File: config.mk
export PLATFORM = sky130hd
export DESIGN_NAME = dcob_top
export DESIGN_NICKNAME = d
export VERILOG_FILES = /design/src/logic/dcob_pkg.sv /design/src/logic/dcob_coil_cell.sv /design/src/logic/dcob_top.sv
export VERILOG_INCLUDE_DIRS = /design/src /design/src/logic
export SDC_FILE = /design/constraint.sdc
export NUM_CORES = 1
export LEC_CHECK = 0
export BUFFER_PORTS_ARGS = -buffer_cell sky130_fd_sc_hd__buf_4
export CORE_ASPECT_RATIO = 0.8
export CORE_MARGIN = 2
export CORE_UTILIZATION = 40
export DETAILED_ROUTE_END_ITERATION = 10
export PLACE_DENSITY = 0.66
export RECOVER_POWER = 50
export SYNTH_ARGS = -nofsm -noshare
export SYNTH_HDL_FRONTEND = slang
export SYNTH_SLANG_ARGS = --single-unit
File: constraint.sdc
create_clock -name clk -period 6.8 [get_ports clk]
set_input_delay 1.02 -clock clk [delete_from_list [all_inputs] [get_ports clk]]
set_output_delay 1.02 -clock clk [all_outputs]
set_load 0.03 [all_outputs]
File: src/logic/dcob_params.svh
// Contract
// RQ1: Normalized analog values are 16-bit signed counts, -20000..20000 bipolar and 0..20000 unipolar.
// RQ2: Temperatures are 16-bit signed values with one step equal to a tenth of a degree Celsius.
// RQ3: A discrete value is one bit of a 16-bit word at the channel's position; for outputs one is on, zero is off.
// RQ4: An active-high input reads one when driven high and zero when low or pulled down.
// RQ5: Six coils at addresses 0 to 5 hold the gate commands of the output switches and read back.
// RQ6: Output channel n sits in bit n of the word at coil address n; the code puts it in bit n of the word read from address 0.
// RQ7: Coil reads return the stored gate command, and the sensed level comes through the feedback path.
// RQ8: Bits 15 to 6 of every coil word always read zero.
// RQ9: Reset clears every coil so that all outputs are off and reads return zero.
// RQ10: Coils are volatile and are never saved to or restored from nonvolatile storage.
// RQ11: Coils are read with function 01, written singly with 05 and severally with 15.
// RQ12: Preset single register at coil address plus 42000 turns a coil off for 0000H and on for FF00H.
// RQ13: A mirrored coil read returns one word per coil, 0000H for off and FFFFH for on.
// RQ14: An unsupported function code is answered with exception code 01.
// RQ15: Writes to the unused upper coil bits are ignored so they keep reading zero.
`ifndef DCOB_PARAMS_SVH
`define DCOB_PARAMS_SVH

// ----------------------------------------
// coil map
// ----------------------------------------
`define DCOB_COIL_BASE     16'h0000
`define DCOB_COIL_COUNT    6
`define DCOB_MIRROR_BASE   16'ha410
`define DCOB_COIL_RESET    6'h00
`define DCOB_WORD_W        16

// ----------------------------------------
// function and exception codes
// ----------------------------------------
`define DCOB_FC_READ_COILS 8'h01
`define DCOB_FC_READ_HOLD  8'h03
`define DCOB_FC_WRITE_ONE  8'h05
`define DCOB_FC_PRESET_ONE 8'h06
`define DCOB_FC_WRITE_MANY 8'h0f
`define DCOB_EXC_FUNC      8'h01
`define DCOB_EXC_ADDR      8'h02
`define DCOB_EXC_VALUE     8'h03

// ----------------------------------------
// data values
// ----------------------------------------
`define DCOB_VAL_ON        16'hff00
`define DCOB_VAL_OFF       16'h0000
`define DCOB_WORD_ON       16'hffff
`define DCOB_WORD_OFF      16'h0000
`define DCOB_NORM_MAX      16'sd20000
`define DCOB_NORM_MIN      -16'sd20000
`define DCOB_TEMP_TENTHS   10

`endif

File: src/logic/dcob_pkg.sv
`default_nettype none
`include "dcob_params.svh"
package dcob_pkg;
   // ----------------------------------------
   // data formats
   // ----------------------------------------
   typedef logic signed [15:0] dcob_norm_t;  // RQ1
   typedef logic signed [15:0] dcob_temp_t;  // RQ2
   typedef logic        [15:0] dcob_word_t;  // RQ3

   // ----------------------------------------
   // response sequencer
   // ----------------------------------------
   typedef enum logic [0:0] {
      DCOB_IDLE,
      DCOB_STREAM
   } dcob_state_t;
endpackage
`default_nettype wire

File: src/logic/dcob_coil_cell.sv
`timescale 1ns/1ns
`default_nettype none
module dcob_coil_cell (
   input  wire logic clk,
   input  wire logic reset_n,
   input  wire logic ce,
   input  wire logic wr_en,
   input  wire logic wr_val,
   output var  logic q
);
   logic q_reg;

   // ----------------------------------------
   // one volatile coil
   // ----------------------------------------
   always_ff @(posedge clk) begin
      if (!reset_n) begin
         q_reg <= 1'b0;  // RQ9 RQ10
      end else if (ce && wr_en) begin
         q_reg <= wr_val;
      end
   end

   assign q = q_reg;
endmodule
`default_nettype wire

File: src/logic/dcob_top.sv
`timescale 1ns/1ns
`default_nettype none
`include "dcob_params.svh"
module dcob_top
   import dcob_pkg::*;
#(
   parameter int CHANNELS = `DCOB_COIL_COUNT
) (
   input  wire logic                clk,
   input  wire logic                reset_n,
   input  wire logic                ce,
   input  wire logic                req_valid,
   output var  logic                req_ready,
   input  wire logic [7:0]          req_func,
   input  wire logic [15:0]         req_addr,
   input  wire logic [15:0]         req_qty,
   input  wire logic [15:0]         req_data,
   output var  logic                resp_valid,
   output var  logic [7:0]          resp_func,
   output var  logic                resp_exc,
   output var  logic [15:0]         resp_data,
   output var  logic                resp_last,
   output var  logic [CHANNELS-1:0] discrete_output_channels,
   input  wire logic [CHANNELS-1:0] sense_in,
   output var  logic [15:0]         sense_word
);
   // ----------------------------------------
   // constants at working width
   // ----------------------------------------
   localparam logic [15:0] COUNT16 = 16'(CHANNELS);
   localparam logic [16:0] COUNT17 = 17'(CHANNELS);
   localparam logic [15:0] ZERO16  = 16'h0000;

   // ----------------------------------------
   // state
   // ----------------------------------------
   dcob_state_t       state_reg;
   dcob_state_t       state_next;
   logic [3:0]        idx_reg;
   logic [3:0]        idx_next;
   logic [3:0]        left_reg;
   logic [3:0]        left_next;
   logic              resp_valid_reg;
   logic              resp_valid_next;
   logic [7:0]        resp_func_reg;
   logic [7:0]        resp_func_next;
   logic              resp_exc_reg;
   logic              resp_exc_next;
   logic [15:0]       resp_data_reg;
   logic [15:0]       resp_data_next;
   logic              resp_last_reg;
   logic              resp_last_next;
   logic [15:0]       sense_reg;
   logic [CHANNELS-1:0] coil_q;
   logic [CHANNELS-1:0] wr_en;
   logic [CHANNELS-1:0] wr_val;

   // ----------------------------------------
   // request decode
   // ----------------------------------------
   wire logic        take       = ce && req_valid && req_ready;
   wire logic        is_rd      = req_func == `DCOB_FC_READ_COILS;
   wire logic        is_hold    = req_func == `DCOB_FC_READ_HOLD;
   wire logic        is_one     = req_func == `DCOB_FC_WRITE_ONE;
   wire logic        is_preset  = req_func == `DCOB_FC_PRESET_ONE;
   wire logic        is_many    = req_func == `DCOB_FC_WRITE_MANY;
   wire logic        known      = is_rd || is_hold || is_one || is_preset || is_many;  // RQ11
   wire logic [16:0] span_end   = {1'b0, req_addr} + {1'b0, req_qty};
   wire logic [15:0] mir_idx    = req_addr - `DCOB_MIRROR_BASE;
   wire logic [16:0] mir_end    = {1'b0, mir_idx} + {1'b0, req_qty};
   wire logic        in_mirror  = req_addr >= `DCOB_MIRROR_BASE;
   wire logic        span_ok    = (req_qty != ZERO16) && (span_end <= COUNT17);
   wire logic        single_ok  = req_addr < COUNT16;
   wire logic        mir_one_ok = in_mirror && (mir_idx < COUNT16);
   wire logic        mir_rd_ok  = in_mirror && (req_qty != ZERO16) && (mir_end <= COUNT17);
   wire logic        val_ok     = (req_data == `DCOB_VAL_ON) || (req_data == `DCOB_VAL_OFF);
   wire logic        addr_ok    = ((is_rd || is_many) && span_ok)
                                  || (is_one && single_ok)
                                  || (is_preset && mir_one_ok)
                                  || (is_hold && mir_rd_ok);
   wire logic        value_ok   = !(is_one || is_preset) || val_ok;

   // ----------------------------------------
   // exception selection
   // ----------------------------------------
   wire logic        fail       = !known || !addr_ok || !value_ok;
   wire logic [7:0]  exc_code   = !known   ? `DCOB_EXC_FUNC :  // RQ14
                                  !addr_ok ? `DCOB_EXC_ADDR :
                                             `DCOB_EXC_VALUE;
   wire logic        write_go   = take && !fail;

   // ----------------------------------------
   // read data forms
   // ----------------------------------------
   wire logic [15:0] coil_word  = {{(16-CHANNELS){1'b0}}, coil_q};  // RQ7 RQ8
   wire logic [15:0] qty_mask   = (16'h0001 << req_qty[3:0]) - 16'h0001;
   wire logic [15:0] packed_rd  = (coil_word >> req_addr[3:0]) & qty_mask;  // RQ3 RQ6
   wire logic [15:0] many_bits  = req_data << req_addr[3:0];
   wire logic        stream_bit = coil_word[idx_reg];
   wire logic [15:0] mirror_wd  = stream_bit ? `DCOB_WORD_ON : `DCOB_WORD_OFF;  // RQ13
   wire logic [15:0] ack_data   = is_rd   ? packed_rd :
                                  is_many ? req_qty   :
                                            req_data;

   // ----------------------------------------
   // coil bank
   // ----------------------------------------
   genvar n;
   generate
      for (n = 0; n < CHANNELS; n = n + 1) begin : g_coil
         localparam logic [15:0] CH = 16'(n);
         wire logic [16:0] ch17   = 17'(n);
         wire logic hit_one  = is_one && (req_addr == CH);  // RQ5
         wire logic hit_many = is_many && (CH >= req_addr) && (ch17 < span_end);
         wire logic hit_pre  = is_preset && (mir_idx == CH);  // RQ12
         assign wr_en[n]  = write_go && (hit_one || hit_many || hit_pre);  // RQ11
         assign wr_val[n] = is_many ? many_bits[n] : (req_data == `DCOB_VAL_ON);  // RQ12 RQ15
         dcob_coil_cell u_cell (
            .clk     (clk),
            .reset_n (reset_n),
            .ce      (ce),
            .wr_en   (wr_en[n]),
            .wr_val  (wr_val[n]),
            .q       (coil_q[n])
         );
      end
   endgenerate

   // ----------------------------------------
   // response sequencing
   // ----------------------------------------
   wire logic start_hold = take && is_hold && !fail;
   wire logic in_stream  = state_reg == DCOB_STREAM;
   wire logic stream_end = in_stream && (left_reg == 4'h1);

   always_comb begin
      state_next      = state_reg;
      idx_next        = idx_reg;
      left_next       = left_reg;
      resp_valid_next = 1'b0;
      resp_func_next  = resp_func_reg;
      resp_exc_next   = 1'b0;
      resp_data_next  = resp_data_reg;
      resp_last_next  = 1'b0;
      case (state_reg)
         DCOB_IDLE: begin
            if (start_hold) begin
               state_next = DCOB_STREAM;
               idx_next   = mir_idx[3:0];
               left_next  = req_qty[3:0];
            end else if (take) begin
               resp_valid_next = 1'b1;
               resp_func_next  = req_func;
               resp_exc_next   = fail;
               resp_data_next  = fail ? {8'h00, exc_code} : ack_data;
               resp_last_next  = 1'b1;
            end
         end
         DCOB_STREAM: begin
            resp_valid_next = 1'b1;
            resp_func_next  = `DCOB_FC_READ_HOLD;
            resp_data_next  = mirror_wd;  // RQ13
            resp_last_next  = stream_end;
            idx_next        = idx_reg + 4'h1;
            left_next       = left_reg - 4'h1;
            if (stream_end) begin
               state_next = DCOB_IDLE;
            end
         end
         default: begin
            state_next = DCOB_IDLE;
         end
      endcase
   end

   always_ff @(posedge clk) begin
      if (!reset_n) begin
         state_reg      <= DCOB_IDLE;
         idx_reg        <= 4'h0;
         left_reg       <= 4'h0;
         resp_valid_reg <= 1'b0;
         resp_func_reg  <= 8'h00;
         resp_exc_reg   <= 1'b0;
         resp_data_reg  <= 16'h0000;
         resp_last_reg  <= 1'b0;
      end else if (ce) begin
         state_reg      <= state_next;
         idx_reg        <= idx_next;
         left_reg       <= left_next;
         resp_valid_reg <= resp_valid_next;
         resp_func_reg  <= resp_func_next;
         resp_exc_reg   <= resp_exc_next;
         resp_data_reg  <= resp_data_next;
         resp_last_reg  <= resp_last_next;
      end
   end

   // ----------------------------------------
   // input feedback word
   // ----------------------------------------
   always_ff @(posedge clk) begin
      if (!reset_n) begin
         sense_reg <= 16'h0000;
      end else if (ce) begin
         sense_reg <= {{(16-CHANNELS){1'b0}}, sense_in};  // RQ4 RQ7
      end
   end

   // ----------------------------------------
   // outputs
   // ----------------------------------------
   assign req_ready                = !in_stream;
   assign resp_valid               = resp_valid_reg;
   assign resp_func                = resp_func_reg;
   assign resp_exc                 = resp_exc_reg;
   assign resp_data                = resp_data_reg;
   assign resp_last                = resp_last_reg;
   assign discrete_output_channels = coil_q;  // RQ5 RQ6
   assign sense_word               = sense_reg;
endmodule
`default_nettype wire

# [Word-level counts from Yosys, hierarchy flattened]
# Index checks and enable logic that the tools add are counted.
[word_totals] register_bits=48 latch_bits=0 mem_bits_rw=0 romBits=0 out_inout_bits=50 wordCells=185 n_memories=0
[op_classes] n_addsub=6 n_mul=0 div_mod_pow=0 n_lt_le_gt_ge=18 eq_ne=20 shifts=3 mux=34 bitwise=2 reduce_logical=87
[op_table] op="$mux 16" count=6
[op_table] op="$eq 16x2->1 const B" count=4
[op_table] op="$eq 16x3->1 const B" count=4
[op_table] op="$logic_and 1x1->1" count=50
[op_table] op="$logic_not 16->1" count=3
[op_table] op="$add 16x16->17" count=2
[op_table] op="$le 17x3->1 const B" count=2
[op_table] op="$lt 1x17->1 const A" count=2
[op_table] op="$lt 2x17->1 const A" count=2
[op_table] op="$lt 3x17->1 const A" count=2
[op_table] op="$eq 16x1->1 const B" count=2
[op_table] op="$ge 1x16->1 const A" count=2
[op_table] op="$ge 2x16->1 const A" count=2
[op_table] op="$ge 3x16->1 const A" count=2
[op_table] op="$lt 16x3->1 const B" count=2
[op_table] op="$pmux 16 s2" count=1
[op_table] op="$logic_or 1x1->1" count=25
[op_table] op="$and 16x16->16" count=1
[op_table] op="$eq 16x16->1 const B" count=1
[op_table] op="$eq 8x3->1 const B" count=2
[op_table] op="$ge 16x16->1 const B" count=1
[op_table] op="$mux 8" count=2
[op_table] op="$pmux 4 s2" count=2
[op_table] op="$pmux 8 s2" count=1
[op_table] op="other kinds (23)" count=47

# [Logic depth before layout (Yosys ltp)]
[logic_depth] depth_word=14 ltp_mapped=17

# [Cells and area by module]
# From an unflattened synthesis, not the netlist that was laid out.
[unflattened] hier_cells=799 hier_area_um2=5706.7
[by_module_without_submodules] mod="dcob_top" instances=1 cells_per_inst=769 area_per_inst_um2=5459.0
[by_module_without_submodules] mod="dcob_coil_cell" instances=6 cells_per_inst=5 area_per_inst_um2=41.3

# [Worst setup path before layout]
# No wires, ideal clock.
[synth_timing] kind="input-to-reg" startpoint="in req_addr[8]" endpoint="reg resp_data_reg[13], in the netlist resp_data[13]" arrival_time_ps=4987 t_required_ps=6730 slack_ps=1743 cell_stages=16 n_path_buf=2 cell_sequence="nor4_1 a21bo_2 xor2_1 ha_1 clkbuf_1 and2_1 a31oi_1 o221ai_2 or4_1 or4_1 nor4_1 a32o_2 a21boi_2 buf_6 or4_1 a21oi_1"
[synth_between] elab_chain_cells=14 word_cells_on_any_way=30
[synth_lines] item="from (decl)" line_no="dcob_top.sv:15" source="input wire logic [15:0] req_addr,"
[synth_lines] item="parallel branches: the longest is 6 deep, another holds $add 16x16->17"
[synth_lines] item="$logic_or 1x1->1 (*)" line_no="dcob_top.sv:80" source="|| (is_hold && mir_rd_ok);"
[synth_lines] item="$logic_not 1->1 (*)"
[synth_lines] item="$logic_or 1x1->1 (*) (2 in a row)" line_no="dcob_top.sv:86" source="wire logic fail = !known || !addr_ok || !value_ok;"
[synth_lines] item="$mux 16 or $logic_not 1->1 (tied branches)" line_no="dcob_top.sv:155, dcob_top.sv:132"
[synth_lines] item="$mux 16 or $logic_and 1x1->1 (tied branches)" line_no="dcob_top.sv:151, dcob_top.sv:132"
[synth_lines] item="$mux 16 or $ne 2x2->1 (tied branches)"
[synth_lines] item="$pmux 16 s2 or $reduce_and 3->1 (tied branches)"
[synth_lines] item="to (signal assigned)" line_no="dcob_top.sv:193" source="resp_data_reg <= resp_data_next;"
[synth_lines] item="to (decl)" line_no="dcob_top.sv:49" source="logic [15:0] resp_data_reg;"
# Mark *: on every way between the ends. The select of a mux whose other input is x is not followed.
# A chain may end at the register's enable or synchronous reset.

# [Final worst setup path]
[layout_timing] startpoint="in req_addr[8]" endpoint="reg resp_data_reg[4], in the netlist resp_data[4]"
# Same word-level chain as after synthesis.

==> impl_metrics.env <==
export IMPL_antenna_found_initial=0
export IMPL_syn_area_per_cell_um2=7.259
export IMPL_routed_wirelength_um=19640
export IMPL_start_kind="input pin"
export IMPL_crit_path_end_kind="flop"
export IMPL_ys_dominant_reg_cell="dfxtp_1"
export IMPL_synthCells=762
export IMPL_first_iter_violations=646
export IMPL_die_w_um=135.5
export IMPL_final_cell_mix="nand2_1, buf_4, a21oi_1"
export IMPL_drt_first_pass_iters=5
export IMPL_r2r_setup_slack_ns=4.06
export IMPL_insertion_delay_ns=0.30
export IMPL_vias=6325
export IMPL_hold_class="reg -> reg"
export IMPL_finalPower_mw=0.9770
export IMPL_ctsHoldBuffers=0
export IMPL_die_y_um=109.2
export IMPL_remaining_drc_errors=0
export IMPL_outcome="finished with violations"
export IMPL_area_growth_pct=15.06
export IMPL_place_gp_congestion=0.9774
export IMPL_min_period_ns=5.267
export IMPL_worstRegToRegCells=6
export IMPL_cp_arrival_ns=5.50
export IMPL_cp_startpoint="req_addr[8]"
export IMPL_die_area_um2=14790
export IMPL_rsz0062_at_grt="no"
export IMPL_clk_path_buf_depth=2
export IMPL_cts_num_sinks=48
export IMPL_synth_ff_latch_count=48
export IMPL_final_common_cell="nand2_1"
export IMPL_largest_reg_flops=16
export IMPL_fmax_mhz=189.9
export IMPL_diodes=0
export IMPL_grt_overflow_total=0
export IMPL_crit_path_max_fanout=14
export IMPL_tns_ns=0
export IMPL_seq_area_frac_synth_pct=17.37
export IMPL_track_usage_pct=26.08
export IMPL_setup_viol=0
export IMPL_clockRootBuffer="clkbuf_16"
export IMPL_post_cts_buffers=0
export IMPL_rr_endpoint="left_reg[0]$_SDFFE_PN0P_"
export IMPL_failed_checks="capacitance limit, slew limit"
export IMPL_port_buffers=105
export IMPL_ant_nets=0
export IMPL_synth_cell_type_count=76
export IMPL_grt_pass1_vias=5617
export IMPL_max_cap_viol_count=1
export IMPL_initial_core_util_pct=40.82
export IMPL_path_clk_slew_ns=0.07
export IMPL_syn_area_um2=5532
export IMPL_grt_max_degree=40
export IMPL_crit_end="resp_data[4]$_SDFFE_PN0P_"
export IMPL_grt_pass1_wl_um=30870
export IMPL_place_hpwl_um=15490
export IMPL_core_area_um2=13550
export IMPL_final_fill_count=1417
export IMPL_finalHoldViolCount=0
export IMPL_cts_buffers=5
export IMPL_cts_tree="yes"
export IMPL_worst_pin_slew_ns=1.592
export IMPL_slew_headroom_pct=-6.146
export IMPL_rows=38
export IMPL_vdd_drop_max_v=0.0001167
export IMPL_routed_via_density=6.281
export IMPL_synthArstFlopShare_pct=0
export IMPL_min_delay_start="resp_func[6]$_SDFFE_PN0P_"
export IMPL_finalClockSkew_ns=0.008160
export IMPL_cts_repair_resized=0
export IMPL_avgRoutedWirePerCell_um=19.51
export IMPL_post_route_period_util_pct=77.46
export IMPL_htree_levels=2
export IMPL_cellPowerDensity_nw_per_um2=153.5
export IMPL_p_leak_nw=2.458
export IMPL_nets=930
export IMPL_maxSlewViolCount=40
export IMPL_required_ns=7.04
export IMPL_path_class="in -> reg"
export IMPL_io_pins=116
export IMPL_r2r_start="in_stream$_SDFFE_PN0P_"
export IMPL_drive_gt1_share_pct=12.45
export IMPL_yosys_warnings=0
export IMPL_synth_edf_count=0
==> through the flow <==
| stage | hold WS [ns] | std cells | worst slack, ns | utilization, % | cell area (um2) |
|---|---|---|---|---|---|
| after global placement | 0.4674 | 999 | 1.379 | 46.79 | 6340 |
| after global routing | 0.5107 | 1007 | 1.224 | 46.97 | 6365 |
| after detailed placement | 0.4678 | 999 | 1.306 | 46.79 | 6340 |
| after floorplan | 0.4568 | 771 | 1.743 | - | 5565 |
| after CTS | 0.4788 | 1007 | 1.588 | 48.05 | 6511 |
| final | 0.4792 | 1007 | 1.533 | 46.97 | 6365 |
==> logic make-up (layout without fill, tap and decap cells) <==
family / count (synthesis) / count (layout) / synth area share [%]
AO/OA/AOI/OAI: 245 / 245 / 30.06
XOR/XNOR: 18 / 18 / 2.850
adder cells (fa/ha/maj): 38 / 38 / 8.731
buffers and inverters: 91 / 147 / 7.442
flip-flops: 48 / 48 / 17.37
multiplexers: 38 / 38 / 7.148
other: 1 / 10 / 0.06779
AND/OR/NAND/NOR: 283 / 283 / 26.33
==> power breakdown <==
part	switching, mW	internal [mW]
clock	0.117	0.175
sequential	0.00663	0.292
combinational	0.247	0.139
total	0.371	0.606
==> synth_stat cells (4+ instances only) <==
cell	instances	area share, %
a211oi_1	8	1.1
a21o_1	12	1.6
a21oi_1	69	6.2
a22o_1	6	0.95
a31oi_1	7	0.79
a32oi_1	5	0.79
a41oi_1	4	0.63
and2_1	5	0.57
and3_1	9	1.0
and4_1	5	0.79
buf_1	5	0.34
buf_4	16	2.2
clkbuf_1	40	2.7
dfxtp_1	48	17
ha_1	37	8.4
inv_1	27	1.8
mux2i_1	35	6.3
nand2_1	75	5.1
nand2b_1	4	0.45
nand3_1	27	2.4
nand3b_1	6	0.81
nand4_1	12	1.4
nor2_1	61	4.1
nor2b_1	7	0.79
nor3_1	17	1.5
nor4_1	18	2.0
o211a_1	4	0.72
o211ai_1	10	1.4
o21ai_0	53	4.8
o221a_2	7	1.4
o22ai_1	4	0.45
o311ai_0	4	0.63
o31ai_1	5	0.68
or3_1	5	0.57
or4_1	20	2.7
xnor2_1	7	1.1
xor2_1	11	1.7
==> layer usage <==
metal / wire length [um] / global-route usage, %
met4: 201 / 3.720
met3: 2006 / 5.811
met5: 0 / 0
met1: 9440 / 40.67
met2: 7992 / 36.66
==> how the worst min path moves through the flow <==
| stage | cells after the start | slack [ns] | to |
|---|---|---|---|
| floorplan | 2 | 0.46 | left_reg[1]$_SDFFE_PN0P_ |
| global placement | 1 | 0.47 | resp_func[6]$_SDFFE_PN0P_ |
| detailed placement | 2 | 0.47 | resp_func[2]$_SDFFE_PN0P_ |
| CTS | 2 | 0.48 | resp_func[2]$_SDFFE_PN0P_ |
| global route | 1 | 0.51 | resp_func[6]$_SDFFE_PN0P_ |
| finish | 1 | 0.48 | resp_func[6]$_SDFFE_PN0P_ |
==> final cells by class <==
| type | count | area (um2) | area share (%) |
|---|---|---|---|
| Timing Repair Buffer | 112 | 694.4 | 10.91 |
| Clock inverter | 3 | 46.29 | 0.7273 |
| Clock buffer | 5 | 125.1 | 1.966 |
| Sequential cell | 48 | 960.9 | 15.10 |
| Inverter | 27 | 101.3 | 1.592 |
| Tap cell | 180 | 225.2 | 3.538 |
| Multi-Input combinational cell | 632 | 4212 | 66.17 |
==> worst max-delay path, stage by stage <==
cell	delay (ns)
buf_4	0.13
nor4_1	0.28
buf_4	0.19
nand2_1	0.14
a21oi_1	0.21
xor2_1	0.22
ha_1	0.30
a21oi_1	0.23
o2111ai_1	0.15
or4_1	0.47
or4_1	0.46
nor4_1	0.32
a32o_2	0.27
a41oi_2	0.32
buf_4	0.30
o31ai_1	0.16
o221a_2	0.30
Power figures use the tool's default switching activity.
